<file path="config.mk">
export PLATFORM = sky130hd
export DESIGN_NAME = srs_top
export DESIGN_NICKNAME = d
export VERILOG_FILES = /design/src/hw/srs_pkg.sv /design/src/hw/srs_top.sv /design/src/hw/srs_blank.sv
export VERILOG_INCLUDE_DIRS = /design/src /design/src/hw
export SDC_FILE = /design/constraint.sdc
export NUM_CORES = 1
export LEC_CHECK = 0
export ABC_CLOCK_PERIOD_IN_PS = 3140
export BUFFER_PORTS_ARGS = -buffer_cell sky130_fd_sc_hd__clkbuf_2
export CAP_MARGIN = 20
export CORE_UTILIZATION = 40
export DETAILED_ROUTE_END_ITERATION = 10
export GPL_TIMING_DRIVEN = 1
export PLACE_DENSITY = 0.62
export RECOVER_POWER = 50
export SYNTH_ARGS = -nofsm -noshare
export SYNTH_HDL_FRONTEND = slang
export SYNTH_HIERARCHICAL = 1
export SYNTH_SLANG_ARGS = --single-unit
</file>
<file path="constraint.sdc">
create_clock -name i_sys_clk -period 3.14 [get_ports i_sys_clk]
set_input_delay 0.628 -clock i_sys_clk [delete_from_list [all_inputs] [get_ports i_sys_clk]]
set_output_delay 0.628 -clock i_sys_clk [all_outputs]
set_load 0.02 [all_outputs]
</file>
<file path="src/hw/srs_cfg.svh">
// constants for the synchronous rectifier gate sequencer
// assumes a 25 MHz system clock; times are in ns
`ifndef SRS_CFG_SVH
`define SRS_CFG_SVH

`define SRS_CLK_PERIOD_NS  40
`define SRS_BLANK_NS       250
`define SRS_TMR_RST_NS     200
// least times round up to whole cycles
`define SRS_BLANK_CYC  ((`SRS_BLANK_NS + `SRS_CLK_PERIOD_NS - 1) / `SRS_CLK_PERIOD_NS)
`define SRS_TMR_RST_CYC ((`SRS_TMR_RST_NS + `SRS_CLK_PERIOD_NS - 1) / `SRS_CLK_PERIOD_NS)
`define SRS_CNT_W          4
`define SRS_CNT_ZERO       4'h0

`endif

</file>
<file path="src/hw/srs_pkg.sv">
// types for the synchronous rectifier gate sequencer
// shared by the top module, the checker and the testbench
package srs_pkg;

  typedef enum logic [1:0] {
    SRS_POL_NONE,
    SRS_POL_POS,
    SRS_POL_NEG
  } srs_pol_t;

  typedef enum logic [1:0] {
    SRS_ST_IDLE,
    SRS_ST_RUN,
    SRS_ST_LOCK
  } srs_state_t;

  // comparator levels from the analog front end
  typedef struct packed {
    logic sync_pos;
    logic sync_neg;
    logic timeout;
    logic uvlo;
    logic trip_a;
    logic trip_b;
  } srs_cmp_t;

  typedef struct packed {
    logic gate_drive_a;
    logic gate_drive_b;
  } srs_gates_t;

endpackage

</file>
<file path="src/hw/srs_top.sv">
// gate sequencer for a secondary-side synchronous rectifier driver
// assumes comparator levels arrive asynchronously from analog pins
`timescale 1ns/1ps
`include "srs_cfg.svh"

// How it works
// - sync at zero after a first negative pulse drives both gates high
// - positive sync pulse holds gate a low while it lasts
// - negative sync pulse holds gate b low while it lasts
// - a wrong pulse sequence forces both gates low
// - every sync edge either way starts a timer reset
// - timer threshold crossing forces both gates low
// - gate a trip is ignored during blanking after gate a rises
// - after blanking a gate a trip pulls gate a low
// - gate b trip is ignored during blanking after gate b rises
// - after blanking a gate b trip pulls gate b low
// - undervoltage holds both gates low
// - return to zero after a positive pulse raises gate a again
// - with pulses stopped at zero both gates stay on until a fault
// - two same-polarity pulses lock gates low until opposite polarity
// - timer reset is a fixed width pulse on each sync edge
// - both comparators at once count as a positive pulse for sequencing but hold both gates low
module srs_top
  import srs_pkg::*;
(
  // clock and reset
  input  wire logic       i_sys_clk,
  input  wire logic       i_rst,
  // comparator inputs
  input  srs_pkg::srs_cmp_t i_cmp,
  // gate drive and timer discharge
  output srs_pkg::srs_gates_t o_gates,
  output logic            o_timer_reset
);
  import srs_pkg::*;

  // three-stage synchronisers; a change counts when stages 2 and 3 agree
  srs_cmp_t s1_reg;
  srs_cmp_t s2_reg;
  srs_cmp_t s3_reg;
  srs_cmp_t cmp_reg;
  srs_cmp_t cmp_next;

  always_ff @(posedge i_sys_clk) begin
    if (i_rst) begin
      s1_reg  <= '0;
      s2_reg  <= '0;
      s3_reg  <= '0;
      cmp_reg <= '0;
    end else begin
      s1_reg  <= i_cmp;
      s2_reg  <= s1_reg;
      s3_reg  <= s2_reg;
      cmp_reg <= cmp_next;
    end
  end

  // bitwise: keep old value where the two stages disagree
  assign cmp_next = srs_cmp_t'((s2_reg & s3_reg)
                    | (cmp_reg & (s2_reg ^ s3_reg)));

  // sync level classification
  wire logic pos_lvl  = cmp_reg.sync_pos;
  wire logic neg_lvl  = cmp_reg.sync_neg;
  wire logic zero_lvl = !pos_lvl && !neg_lvl;

  // pulse polarity latched during the pulse
  srs_pol_t   cur_pol_reg;
  srs_pol_t   cur_pol_next;
  srs_pol_t   last_pol_reg;
  srs_pol_t   last_pol_next;
  srs_state_t state_reg;
  srs_state_t state_next;
  logic       in_pulse_reg;
  logic       in_pulse_next;

  // pulse start: either sync comparator leaves zero
  wire logic pulse_start = !in_pulse_reg && !zero_lvl;
  wire logic pulse_end   = in_pulse_reg && zero_lvl;
  // both comparators tripping is taken as positive polarity
  wire srs_pol_t start_pol = pos_lvl ? SRS_POL_POS : SRS_POL_NEG;
  wire logic repeat_pol = pulse_start && (start_pol == last_pol_reg);

  assign in_pulse_next = pulse_start ? 1'b1 :
                         pulse_end ? 1'b0 : in_pulse_reg;
  assign cur_pol_next  = pulse_start ? start_pol :
                         pulse_end ? SRS_POL_NONE : cur_pol_reg;
  assign last_pol_next = pulse_start ? start_pol : last_pol_reg;

  always_comb begin
    state_next = state_reg;
    case (state_reg)
      SRS_ST_IDLE: begin
        // run only once the first negative pulse has fully passed
        if (pulse_end && cur_pol_reg == SRS_POL_NEG) begin
          state_next = SRS_ST_RUN;
        end
      end
      SRS_ST_RUN: begin
        if (repeat_pol) begin
          state_next = SRS_ST_LOCK;
        end
      end
      SRS_ST_LOCK: begin
        if (pulse_start && !repeat_pol) begin
          state_next = SRS_ST_RUN;
        end
      end
      default: begin
        state_next = SRS_ST_IDLE;
      end
    endcase
  end

  always_ff @(posedge i_sys_clk) begin
    if (i_rst) begin
      state_reg    <= SRS_ST_IDLE;
      cur_pol_reg  <= SRS_POL_NONE;
      last_pol_reg <= SRS_POL_NONE;
      in_pulse_reg <= 1'b0;
    end else begin
      state_reg    <= state_next;
      cur_pol_reg  <= cur_pol_next;
      last_pol_reg <= last_pol_next;
      in_pulse_reg <= in_pulse_next;
    end
  end

  // timer reset pulse on every sync edge
  logic       sync_act_reg;
  logic [`SRS_CNT_W-1:0] trst_cnt_reg;
  logic [`SRS_CNT_W-1:0] trst_cnt_next;
  logic       trst_reg;
  wire logic sync_act   = !zero_lvl;
  wire logic sync_edge  = sync_act ^ sync_act_reg;
  wire logic trst_busy  = (trst_cnt_reg != `SRS_CNT_ZERO);

  assign trst_cnt_next = sync_edge ? `SRS_CNT_W'(`SRS_TMR_RST_CYC) :
                         trst_busy ? trst_cnt_reg - `SRS_CNT_W'(1) :
                         trst_cnt_reg;

  always_ff @(posedge i_sys_clk) begin
    if (i_rst) begin
      sync_act_reg <= 1'b0;
      trst_cnt_reg <= `SRS_CNT_ZERO;
      trst_reg     <= 1'b0;
    end else begin
      sync_act_reg <= sync_act;
      trst_cnt_reg <= trst_cnt_next;
      trst_reg     <= (trst_cnt_next != `SRS_CNT_ZERO);
    end
  end

  // gate decisions
  logic gate_a_reg;
  logic gate_b_reg;
  logic trip_a_lat_reg;
  logic trip_b_lat_reg;
  wire logic trip_a_ok;
  wire logic trip_b_ok;

  srs_blank u_blank_a (
    .i_sys_clk    (i_sys_clk),
    .i_rst        (i_rst),
    .i_gate_on    (gate_a_reg),
    .i_trip       (cmp_reg.trip_a),
    .o_trip_valid (trip_a_ok)
  );

  srs_blank u_blank_b (
    .i_sys_clk    (i_sys_clk),
    .i_rst        (i_rst),
    .i_gate_on    (gate_b_reg),
    .i_trip       (cmp_reg.trip_b),
    .o_trip_valid (trip_b_ok)
  );

  // global kill: undervoltage, timeout, bad sequence, not yet started
  wire logic kill = cmp_reg.uvlo
                 || cmp_reg.timeout
                 || (state_reg != SRS_ST_RUN)
                 || (state_next != SRS_ST_RUN);
  // hold each channel's trip until the next sync pulse rearms it
  // a trip seen in the cycle of a pulse start still latches: set wins
  wire logic trip_a_next = trip_a_ok || (trip_a_lat_reg && !pulse_start);
  wire logic trip_b_next = trip_b_ok || (trip_b_lat_reg && !pulse_start);
  // both on at zero; pulse polarity turns one off
  wire logic gate_a_next = !kill
                        && (zero_lvl
                        || neg_lvl && !pos_lvl)
                        && !trip_a_next;
  wire logic gate_b_next = !kill && (zero_lvl || pos_lvl && !neg_lvl)
                        && !trip_b_next;
  // positive pulse keeps a low, negative pulse keeps b low
  wire logic a_low_pulse = pos_lvl;
  wire logic b_low_pulse = neg_lvl;

  always_ff @(posedge i_sys_clk) begin
    if (i_rst) begin
      gate_a_reg     <= 1'b0;
      gate_b_reg     <= 1'b0;
      trip_a_lat_reg <= 1'b0;
      trip_b_lat_reg <= 1'b0;
    end else begin
      gate_a_reg     <= gate_a_next && !a_low_pulse;
      gate_b_reg     <= gate_b_next && !b_low_pulse;
      trip_a_lat_reg <= trip_a_next;
      trip_b_lat_reg <= trip_b_next;
    end
  end

  assign o_gates.gate_drive_a = gate_a_reg;
  assign o_gates.gate_drive_b = gate_b_reg;
  assign o_timer_reset        = trst_reg;
endmodule

</file>
<file path="src/hw/srs_blank.sv">
// blanking counter for one channel's reverse-current trip
// assumes the gate enable comes from a register in the same clock domain
`timescale 1ns/1ps
`include "srs_cfg.svh"
module srs_blank (
  // clock and reset
  input  wire logic i_sys_clk,
  input  wire logic i_rst,
  // channel
  input  wire logic i_gate_on,
  input  wire logic i_trip,
  output logic      o_trip_valid
);
  logic [`SRS_CNT_W-1:0] cnt_reg;
  logic [`SRS_CNT_W-1:0] cnt_next;
  wire logic blanked = (cnt_reg < `SRS_CNT_W'(`SRS_BLANK_CYC));

  assign cnt_next = !i_gate_on ? `SRS_CNT_ZERO :
                    blanked ? cnt_reg + `SRS_CNT_W'(1) : cnt_reg;

  always_ff @(posedge i_sys_clk) begin
    if (i_rst) begin
      cnt_reg <= `SRS_CNT_ZERO;
    end else begin
      cnt_reg <= cnt_next;
    end
  end

  // trip counts only once the gate has been high long enough
  assign o_trip_valid = i_gate_on && !blanked && i_trip;
endmodule

</file>
# After elaboration in Yosys (flattened, before gate mapping)
# Cells that the tools add are included.
# totals
register_bits	49
latchBits	0
mem_bits_rw	0
mem_bits_ro	0
in_bits	8
out_inout_bits	3
wordCells	110
n_memories	0
# op_classes
addsub	3
n_mul	0
div_mod_pow	0
magnitude_cmp	2
n_eq_ne	6
shift	0
n_mux	11
bitwise	7
reduce_logical	44
# ops
operator	count
$logic_and A1 B1 Y1	20
$and A6 B6 Y6	2
$mux W2	6
$logic_not A1 Y1	11
$add A4 B1 Y4 const B	2
$lt A4 B3 Y1 const B	2
$mux W4	2
$reduce_bool A4 Y1	2
$logic_or A1 B1 Y1	7
$or A6 B6 Y6	1
$pmux W2 S3	1
$xor A6 B6 Y6	1
$eq A2 B2 Y1 const B	2
$ne A2 B1 Y1 const B	2
$reduce_or A2 Y1	2
$sub A4 B1 Y4 const B	1
$eq A2 B1 Y1 const B	1
$eq A2 B2 Y1	1
$logic_not A2 Y1	1
$mux W1	2
$not A1 Y1	2
$reduce_bool A2 Y1	1
$xor A1 B1 Y1	1

# Depth between registers and ports, before layout
# Gate-level depths: netlist of the first run.
# depth
depth_word	15
mapped_depth	8
mapped_depth_nobuf	7

# Cells and area by module
# The synthesis of the first run kept the hierarchy.
# modules_own_cells
module	n_inst	cells_per_inst	area_each_um2	seq_area_each_um2
srs_top	1	157	1580.3	820.8
srs_blank	2	21	196.4	80.1

# Least setup slack after synthesis of the first run
# No wires, ideal clock.
# synth_timing
kind	reg2reg
start	reg cmp_reg (netlist bit a_low_pulse)
end	reg state_reg[0]
setup_ns	0.070
arrival_time_ns	1.399
required_ns	3.070
setup_slack_ns	1.672
stages_incl_launch_ff	9
n_path_buf	1
synth_period_minus_slack_ns	1.468
cell_sequence	dfxtp_1 -> buf_6 -> nor2_2 -> inv_1 -> ha_1 -> nor4bb_1 -> nor4_1 -> a21oi_1 -> o21ai_1
# synth_between
elab_chain_cells	9
elab_cells_between_ends	15
classes_between	1 x eq/ne; 5 x mux; 9 x reduce/logical
# synth_lines
item	line_no	text
start: declaration	srs_top.sv:41	srs_cmp_t cmp_reg;
start signal: assignment	srs_top.sv:54	cmp_reg <= cmp_next;
$logic_not A1 Y1 (*)	srs_top.sv:65	wire logic zero_lvl = !pos_lvl && !neg_lvl;
$logic_and A1 B1 Y1 (*)	srs_top.sv:65	
$logic_not A1 Y1 (*)	-	
via sync_act	srs_top.sv:134	wire logic sync_act = !zero_lvl;
$logic_and A1 B1 Y1 (*)	srs_top.sv:78	wire logic pulse_start = !in_pulse_reg && !zero_lvl;
$logic_and A1 B1 Y1	srs_top.sv:82	wire logic repeat_pol = pulse_start && (start_pol == last_pol_reg);
$logic_not A1 Y1	srs_top.sv:105	if (pulse_start && !repeat_pol) begin
$logic_and A1 B1 Y1	srs_top.sv:105	
$mux W2	srs_top.sv:105	
$pmux W2 S3 (*)	srs_top.sv:92	case (state_reg)
end signal: assignment	srs_top.sv:122	state_reg <= state_next;
end: declaration	srs_top.sv:72	srs_state_t state_reg;
# Mark *: on every way through the listed nets, which the timed path passes. The rest lies on a longest branch.
# A chain may end at the register's enable or synchronous reset.

# Final worst setup path of the first run
# Ends and elaborated chain as after synthesis.

==> run_results.csv, run 1 <==
group,metric,value,unit
global_route,track_usage,12.78,%
sta,fin_setup_tns,0,ps
detailed_routing,drt_iter0_drc,74,
synthesis,ys_ff_latch,49,
power_and_ir_drop,p_comb_share,16.6,%
outcome,status,"complete, no violations",
detailed_routing,drc_errors,0,
detailed_routing,routed_wl,2.936,mm
synthesis,synthDistinctLibCells,39,
sta,fin_crit_sh,55.54,%
setup_path,arrival,1920,ps
detailed_routing,vias_per_cell,4.619,
sta,hold_viol,0,
detailed_routing,drt_pre_antenna_iters,4,
placement,dp_cells,270,
power_and_ir_drop,ir_drop,0.2960,mV
setup_path,setup.worst_path.start_class,"flop",
global_route,grt_overflow_total,0,
cts,cts_tree,"done",
setup_path,critPathRequiredTime,3320,ps
power_and_ir_drop,pwr-share-clk,33.0,%
cells_and_area,diodes,0,
synthesis,synth-async-reset-ratio,0,%
synthesis,synth_nets,218,
global_route,grt_pass1_vias,1147,
setup_path,cp_max_fo,9,
global_route,grt_max_degree,51,
cts,clock_path_buffers,2,
synthesis,yosys-top-cells-area,"dfxtp_1, ha_1, nor2b_1",
cts,clock-sinks,49,
detailed_routing,ant_nets,0,
floorplan,core,4723,um^2
power_and_ir_drop,p_sw,335.5,uW
cells_and_area,fin_nets,229,
power_and_ir_drop,p_sw_share,24.54,%
synthesis,synth_top_cell_area_share,49.71,%
synthesis,ys_seq_area_share,49.71,%
cells_and_area,drive_gt1_share,11.85,%
sta,drv_slew,0,
sta,relSlewSlack,69.53,%
sta,max_freq,0.5734,GHz
floorplan,die_h,72.24,um
detailed_routing,via_count,1284,
sta,period_minus_slack,1744,ps
power_and_ir_drop,p_seq_share,50.4,%
cells_and_area,layout_common_cells,"dfxtp_1, a21oi_1, nor2b_1",
cts,cts_resized,0,
cells_and_area,fin_cells,278,
sta,worst_slew_pin_slew,457.1,ps
setup_path,path_class,"reg2reg",
cells_and_area,fin_util,46.30,%
placement,gp_congestion,0.8007,
global_route,antenna_found_initial,0,
cts,root_buffer,"clkbuf_8",
cts,cts_buffers,5,
cts,post_cts_buffers,0,
cts,worstSkewPairLatency,290,ps
setup_path,reg2reg_slack,1400,ps
power_and_ir_drop,power.internal,1031,uW
synthesis,synthCells,199,
power_and_ir_drop,leakage,0.0008580,uW
cells_and_area,areaGrowthSynthToFinish,10.84,%
placement,portBuffers,10,
synthesis,synth_area,1973,um^2
synthesis,synth-edff-count,0,
floorplan,rows,25,
synthesis,ys_warn_count,6,
synthesis,synth_ff_type,"dfxtp_1",
sta,setup_viol,0,
cts,cts_hold_buffers,0,
detailed_routing,wl_per_cell,10.56,um
cts,clk_pin_slew_worst_paths,80,ps
sta,rsz0062_at_grt,"false",
floorplan,initial_utilization,41.77,%
synthesis,syn_avg_cell_area,9.915,um^2
placement,place_hpwl,1.957,mm
cells_and_area,final_common_cell,"dfxtp_1",
min_path,hp-class,"reg2reg",
floorplan,ioPinCount,11,
floorplan,dieArea,5218,um^2
run,max_cap_viol_count,0,
synthesis,yosysTopAreaCell,"dfxtp_1",
sta,clock-skew-final,3.705,ps
cts,htreeDepth,2,
power_and_ir_drop,powerDensity,624.9,nW/um^2
setup_path,crit_path_end_kind,"flop",
global_route,grt_first_pass_wirelength,5.147,mm
floorplan,die_w,72.24,um
-- worst max-delay path: stages, from the launching register on --
cell,delay (ps)
dfxtp_1,510
nor2_2,130
inv_1,70
ha_1,310
nor4bb_1,330
nor4_1,80
a21oi_1,130
o21ai_1,70
-- routing by layer --
metal,vias to the layer above,routed length (um),GRT usage [%]
met1,564,1526,17.19
li1,698,-,-
met5,-,0,0
met4,0,45,4.575
met2,16,1251,18.28
met3,6,112,5.417
-- cell type report --
class                           instances  area [um^2]
Fill cell                             473         2536
Sequential cell                        49        980.9
Multi-Input combinational cell        134        915.9
Clock buffer                            7        86.33
Tap cell                               67        83.83
Timing Repair Buffer                   11        56.30
Inverter                                9        33.78
Clock inverter                          1        30.03
-- metrics by stage --
| stage | hold WS, ps | cell area (um^2) | total power, uW | setup slack [ps] |
|---|---|---|---|---|
| global placement | 416.5 | 2072 | 930.4 | 1494 |
| global route | 462.7 | 2187 | 1459 | 1168 |
| floorplan | 413.8 | 1973 | 887.8 | 1672 |
| CTS | 441.5 | 2188 | 1394 | 1400 |
| finish | 440.2 | 2187 | 1367 | 1396 |
| detailed placement | 422.0 | 2072 | 930.7 | 1429 |
-- final timing paths --
check	from	endpoint	depth (start not counted)
worst max-delay path	a_low_pulse	state_reg[0]	7
worst min-delay path	s1_reg[0]	s2_reg[0]	1
worst max register to register	a_low_pulse	state_reg[0]	7
worst min register to register	s1_reg[0]	s2_reg[0]	1
-- logic make-up (layout without fill, tap and decap cells) --
logic type                 count (synthesis)  count (layout)  synth area share, %
buffers and inverters                     16              28                3.867
AOI/OAI and AO/OA                         33              33                9.448
adders and majority gates                 11              11                6.975
DFF                                       49              49                49.71
and+or+nand+nor                           82              82                26.13
muxes                                      5               5                2.537
xor gates and xnor gates                   3               3                1.332
-- power groups by stage --
stage / Combinational, uW / Clock (uW) / Sequential [uW]
after CTS: 230 / 473 / 691
final: 227 / 451 / 689
after detailed placement: 226 / 0 / 704
after floorplan: 184 / 0 / 704
after global routing: 258 / 503 / 698
after global placement: 226 / 0 / 704
-- cells in the mapped netlist (2+ instances only) --
cell type and count:
a21oi_1 22, a31oi_1 3, buf_4 2, clkbuf_1 3, dfxtp_1 49, ha_1 11
inv_1 9, mux2i_1 5, nand2_1 8, nand2b_1 7, nand3b_1 7, nand4b_1 2
nor2_1 18, nor2b_1 19, nor3_1 2, nor4b_2 2, o21ai_0 2, o21ai_1 3
or2b_1 3, or3b_1 2, xnor2_1 2
Note: power is estimated with default switching activity, not from simulation.
==> run 2: changes to the inputs <==
--- a/config.mk
+++ b/config.mk
@@ -6,7 +6,7 @@
 export SDC_FILE = /design/constraint.sdc
 export NUM_CORES = 1
 export LEC_CHECK = 0
-export ABC_CLOCK_PERIOD_IN_PS = 3140
+export ABC_CLOCK_PERIOD_IN_PS = 1700
 export BUFFER_PORTS_ARGS = -buffer_cell sky130_fd_sc_hd__clkbuf_2
 export CAP_MARGIN = 20
 export CORE_UTILIZATION = 40
==> constraint.sdc (replaced) <==
create_clock -name i_sys_clk -period 1.7 [get_ports i_sys_clk]
set_input_delay 0.34 -clock i_sys_clk [delete_from_list [all_inputs] [get_ports i_sys_clk]]
set_output_delay 0.34 -clock i_sys_clk [all_outputs]
set_load 0.02 [all_outputs]
==> run 2 against run 1 <==
Effect of this change: routed wire length decreased by 2.6%; combinational power increased by 88%; non-clock buffer count up 4; total power increased by 73%; register-to-register slack got worse by 1200 ps; highest routed layer unchanged; first-iteration DRC count is 27% lower.
==> run_results.csv, run 2 (synthesized netlist as in run 1, its figures left out) <==
group,metric,value,unit
setup_path,worstRegToRegCells,7,
cts,worstSkewPairLatency,280,ps
cts,cts_hold_buffers,0,
setup_path,reg2reg_slack,190,ps
floorplan,die_h,72.24,um
setup_path,arrival,1680,ps
setup_path,path_class,"reg2reg",
sta,fin_setup_tns,0,ps
placement,gp_congestion,0.7792,
floorplan,die_w,72.24,um
power_and_ir_drop,total_power,2361,uW
cts,clk_pin_slew_worst_paths,80,ps
power_and_ir_drop,p_seq_share,54.0,%
floorplan,rows,25,
global_route,track_usage,12.02,%
sta,fin_crit_sh,89.07,%
sta,drv_slew,0,
detailed_routing,drc_errors,0,
placement,place_hpwl,1.979,mm
global_route,grt_pass1_vias,1208,
detailed_routing,ant_nets,0,
cells_and_area,drive_gt1_share,12.62,%
global_route,grt_util_met3,3.750,%
floorplan,dieArea,5218,um^2
cells_and_area,layout_common_cells,"dfxtp_1, a21oi_1, nor2_1, nor2b_1, ha_1",
setup_path,setup.worst_path.start_class,"flop",
sta,hold_viol,0,
floorplan,core,4723,um^2
sta,rsz0062_at_grt,"false",
cts,clock_path_buffers,2,
cells_and_area,diodes,0,
sta,relSlewSlack,78.16,%
global_route,grt_overflow_total,0,
run,max_cap_viol_count,0,
cts,htreeDepth,2,
detailed_routing,vias_per_cell,4.687,
cells_and_area,fin_util,46.52,%
power_and_ir_drop,power.internal,1752,uW
setup_path,critPathRequiredTime,1870,ps
setup_path,cp_max_fo,9,
min_path,hp-class,"in2reg",
power_and_ir_drop,p_comb_share,18.1,%
power_and_ir_drop,p_sw,609.0,uW
detailed_routing,via_count,1317,
sta,max_freq,0.6604,GHz
cts,cts_resized,0,
detailed_routing,drt_iter0_drc,54,
global_route,grt_max_degree,51,
detailed_routing,routed_wl,2.860,mm
power_and_ir_drop,leakage,0.0008654,uW
outcome,status,"complete, no violations",
sta,period_minus_slack,1514,ps
global_route,antenna_found_initial,0,
floorplan,ioPinCount,11,
setup_path,crit_path_end_kind,"flop",
cells_and_area,fin_nets,233,
detailed_routing,wl_per_cell,10.18,um
floorplan,initial_utilization,41.77,%
cells_and_area,areaGrowthSynthToFinish,11.35,%
global_route,globalRouteMet2Util,19.63,%
detailed_routing,drt_pre_antenna_iters,4,
sta,clock-skew-final,2.905,ps
power_and_ir_drop,p_sw_share,25.79,%
placement,dp_cells,274,
sta,worst_slew_pin_slew,327.5,ps
cells_and_area,fin_cells,281,
sta,setup_viol,0,
global_route,top_usage_layer,"met2",
cts,cts_tree,"done",
cts,post_cts_buffers,0,
global_route,grt_first_pass_wirelength,4.968,mm
global_route,met1_usage,15.11,%
cells_and_area,final_common_cell,"dfxtp_1",
power_and_ir_drop,pwr-share-clk,27.9,%
cts,root_buffer,"clkbuf_8",
power_and_ir_drop,powerDensity,1075,nW/um^2
power_and_ir_drop,ir_drop,0.5951,mV
cts,clock-sinks,49,
placement,portBuffers,10,
cts,cts_buffers,5,
min_path,hold_depth,2,
-- run 2: path summary, 6_finish.rpt --
| path | endpoint | startpoint |
|---|---|---|
| worst max-delay path | state_reg[0] | b_low_pulse |
| worst min-delay path | s1_reg[1] | i_cmp[1] |
| worst max register to register | state_reg[0] | b_low_pulse |
| worst min register to register | s2_reg[5] | s1_reg[5] |
-- run 2: worst max-delay path, cell delays in order, from the launching register on --
cell and delay [ps]:
dfxtp_1 380, nor2_1 70, inv_1 50, ha_1 290, nor4bb_1 330, nor4_1 100, a21oi_1 120, o21ai_1 70
-- run 2: metrics by stage --
step	area [um^2]	worst slack (ps)	hold slack, ps
final	2197	185.8	261.2
after global routing	2197	19.00	259.7
after CTS	2201	183.9	254.6
after detailed placement	2115	192.5	423.9
after global placement	2115	285.2	416.2
after floorplan	1973	231.9	413.8
-- run 2: layout make-up --
cell class | instances | area [um^2]
fill | 458 | 2526
sequential | 49 | 980.9
multi-input combinational | 134 | 913.4
timing repair buffer | 15 | 98.84
clock buffer | 7 | 86.33
tap | 67 | 83.83
inverter | 9 | 33.78
-- run 2: routing by layer --
| layer | vias up | share of wire (%) |
|---|---|---|
| met5 | - | 0 |
| met4 | 0 | 0.70 |
| met3 | 2 | 3.1 |
| met2 | 16 | 43 |
| met1 | 590 | 53 |
| li1 | 709 | - |
-- run 2: power by group through the flow --
stage               combinational [uW]  sequential, uW  clock (uW)
finish                             427            1280         659
global route                       481            1290         732
CTS                                430            1270         690
detailed placement                 428            1300           0
global placement                   423            1300           0
floorplan                          339            1300           0
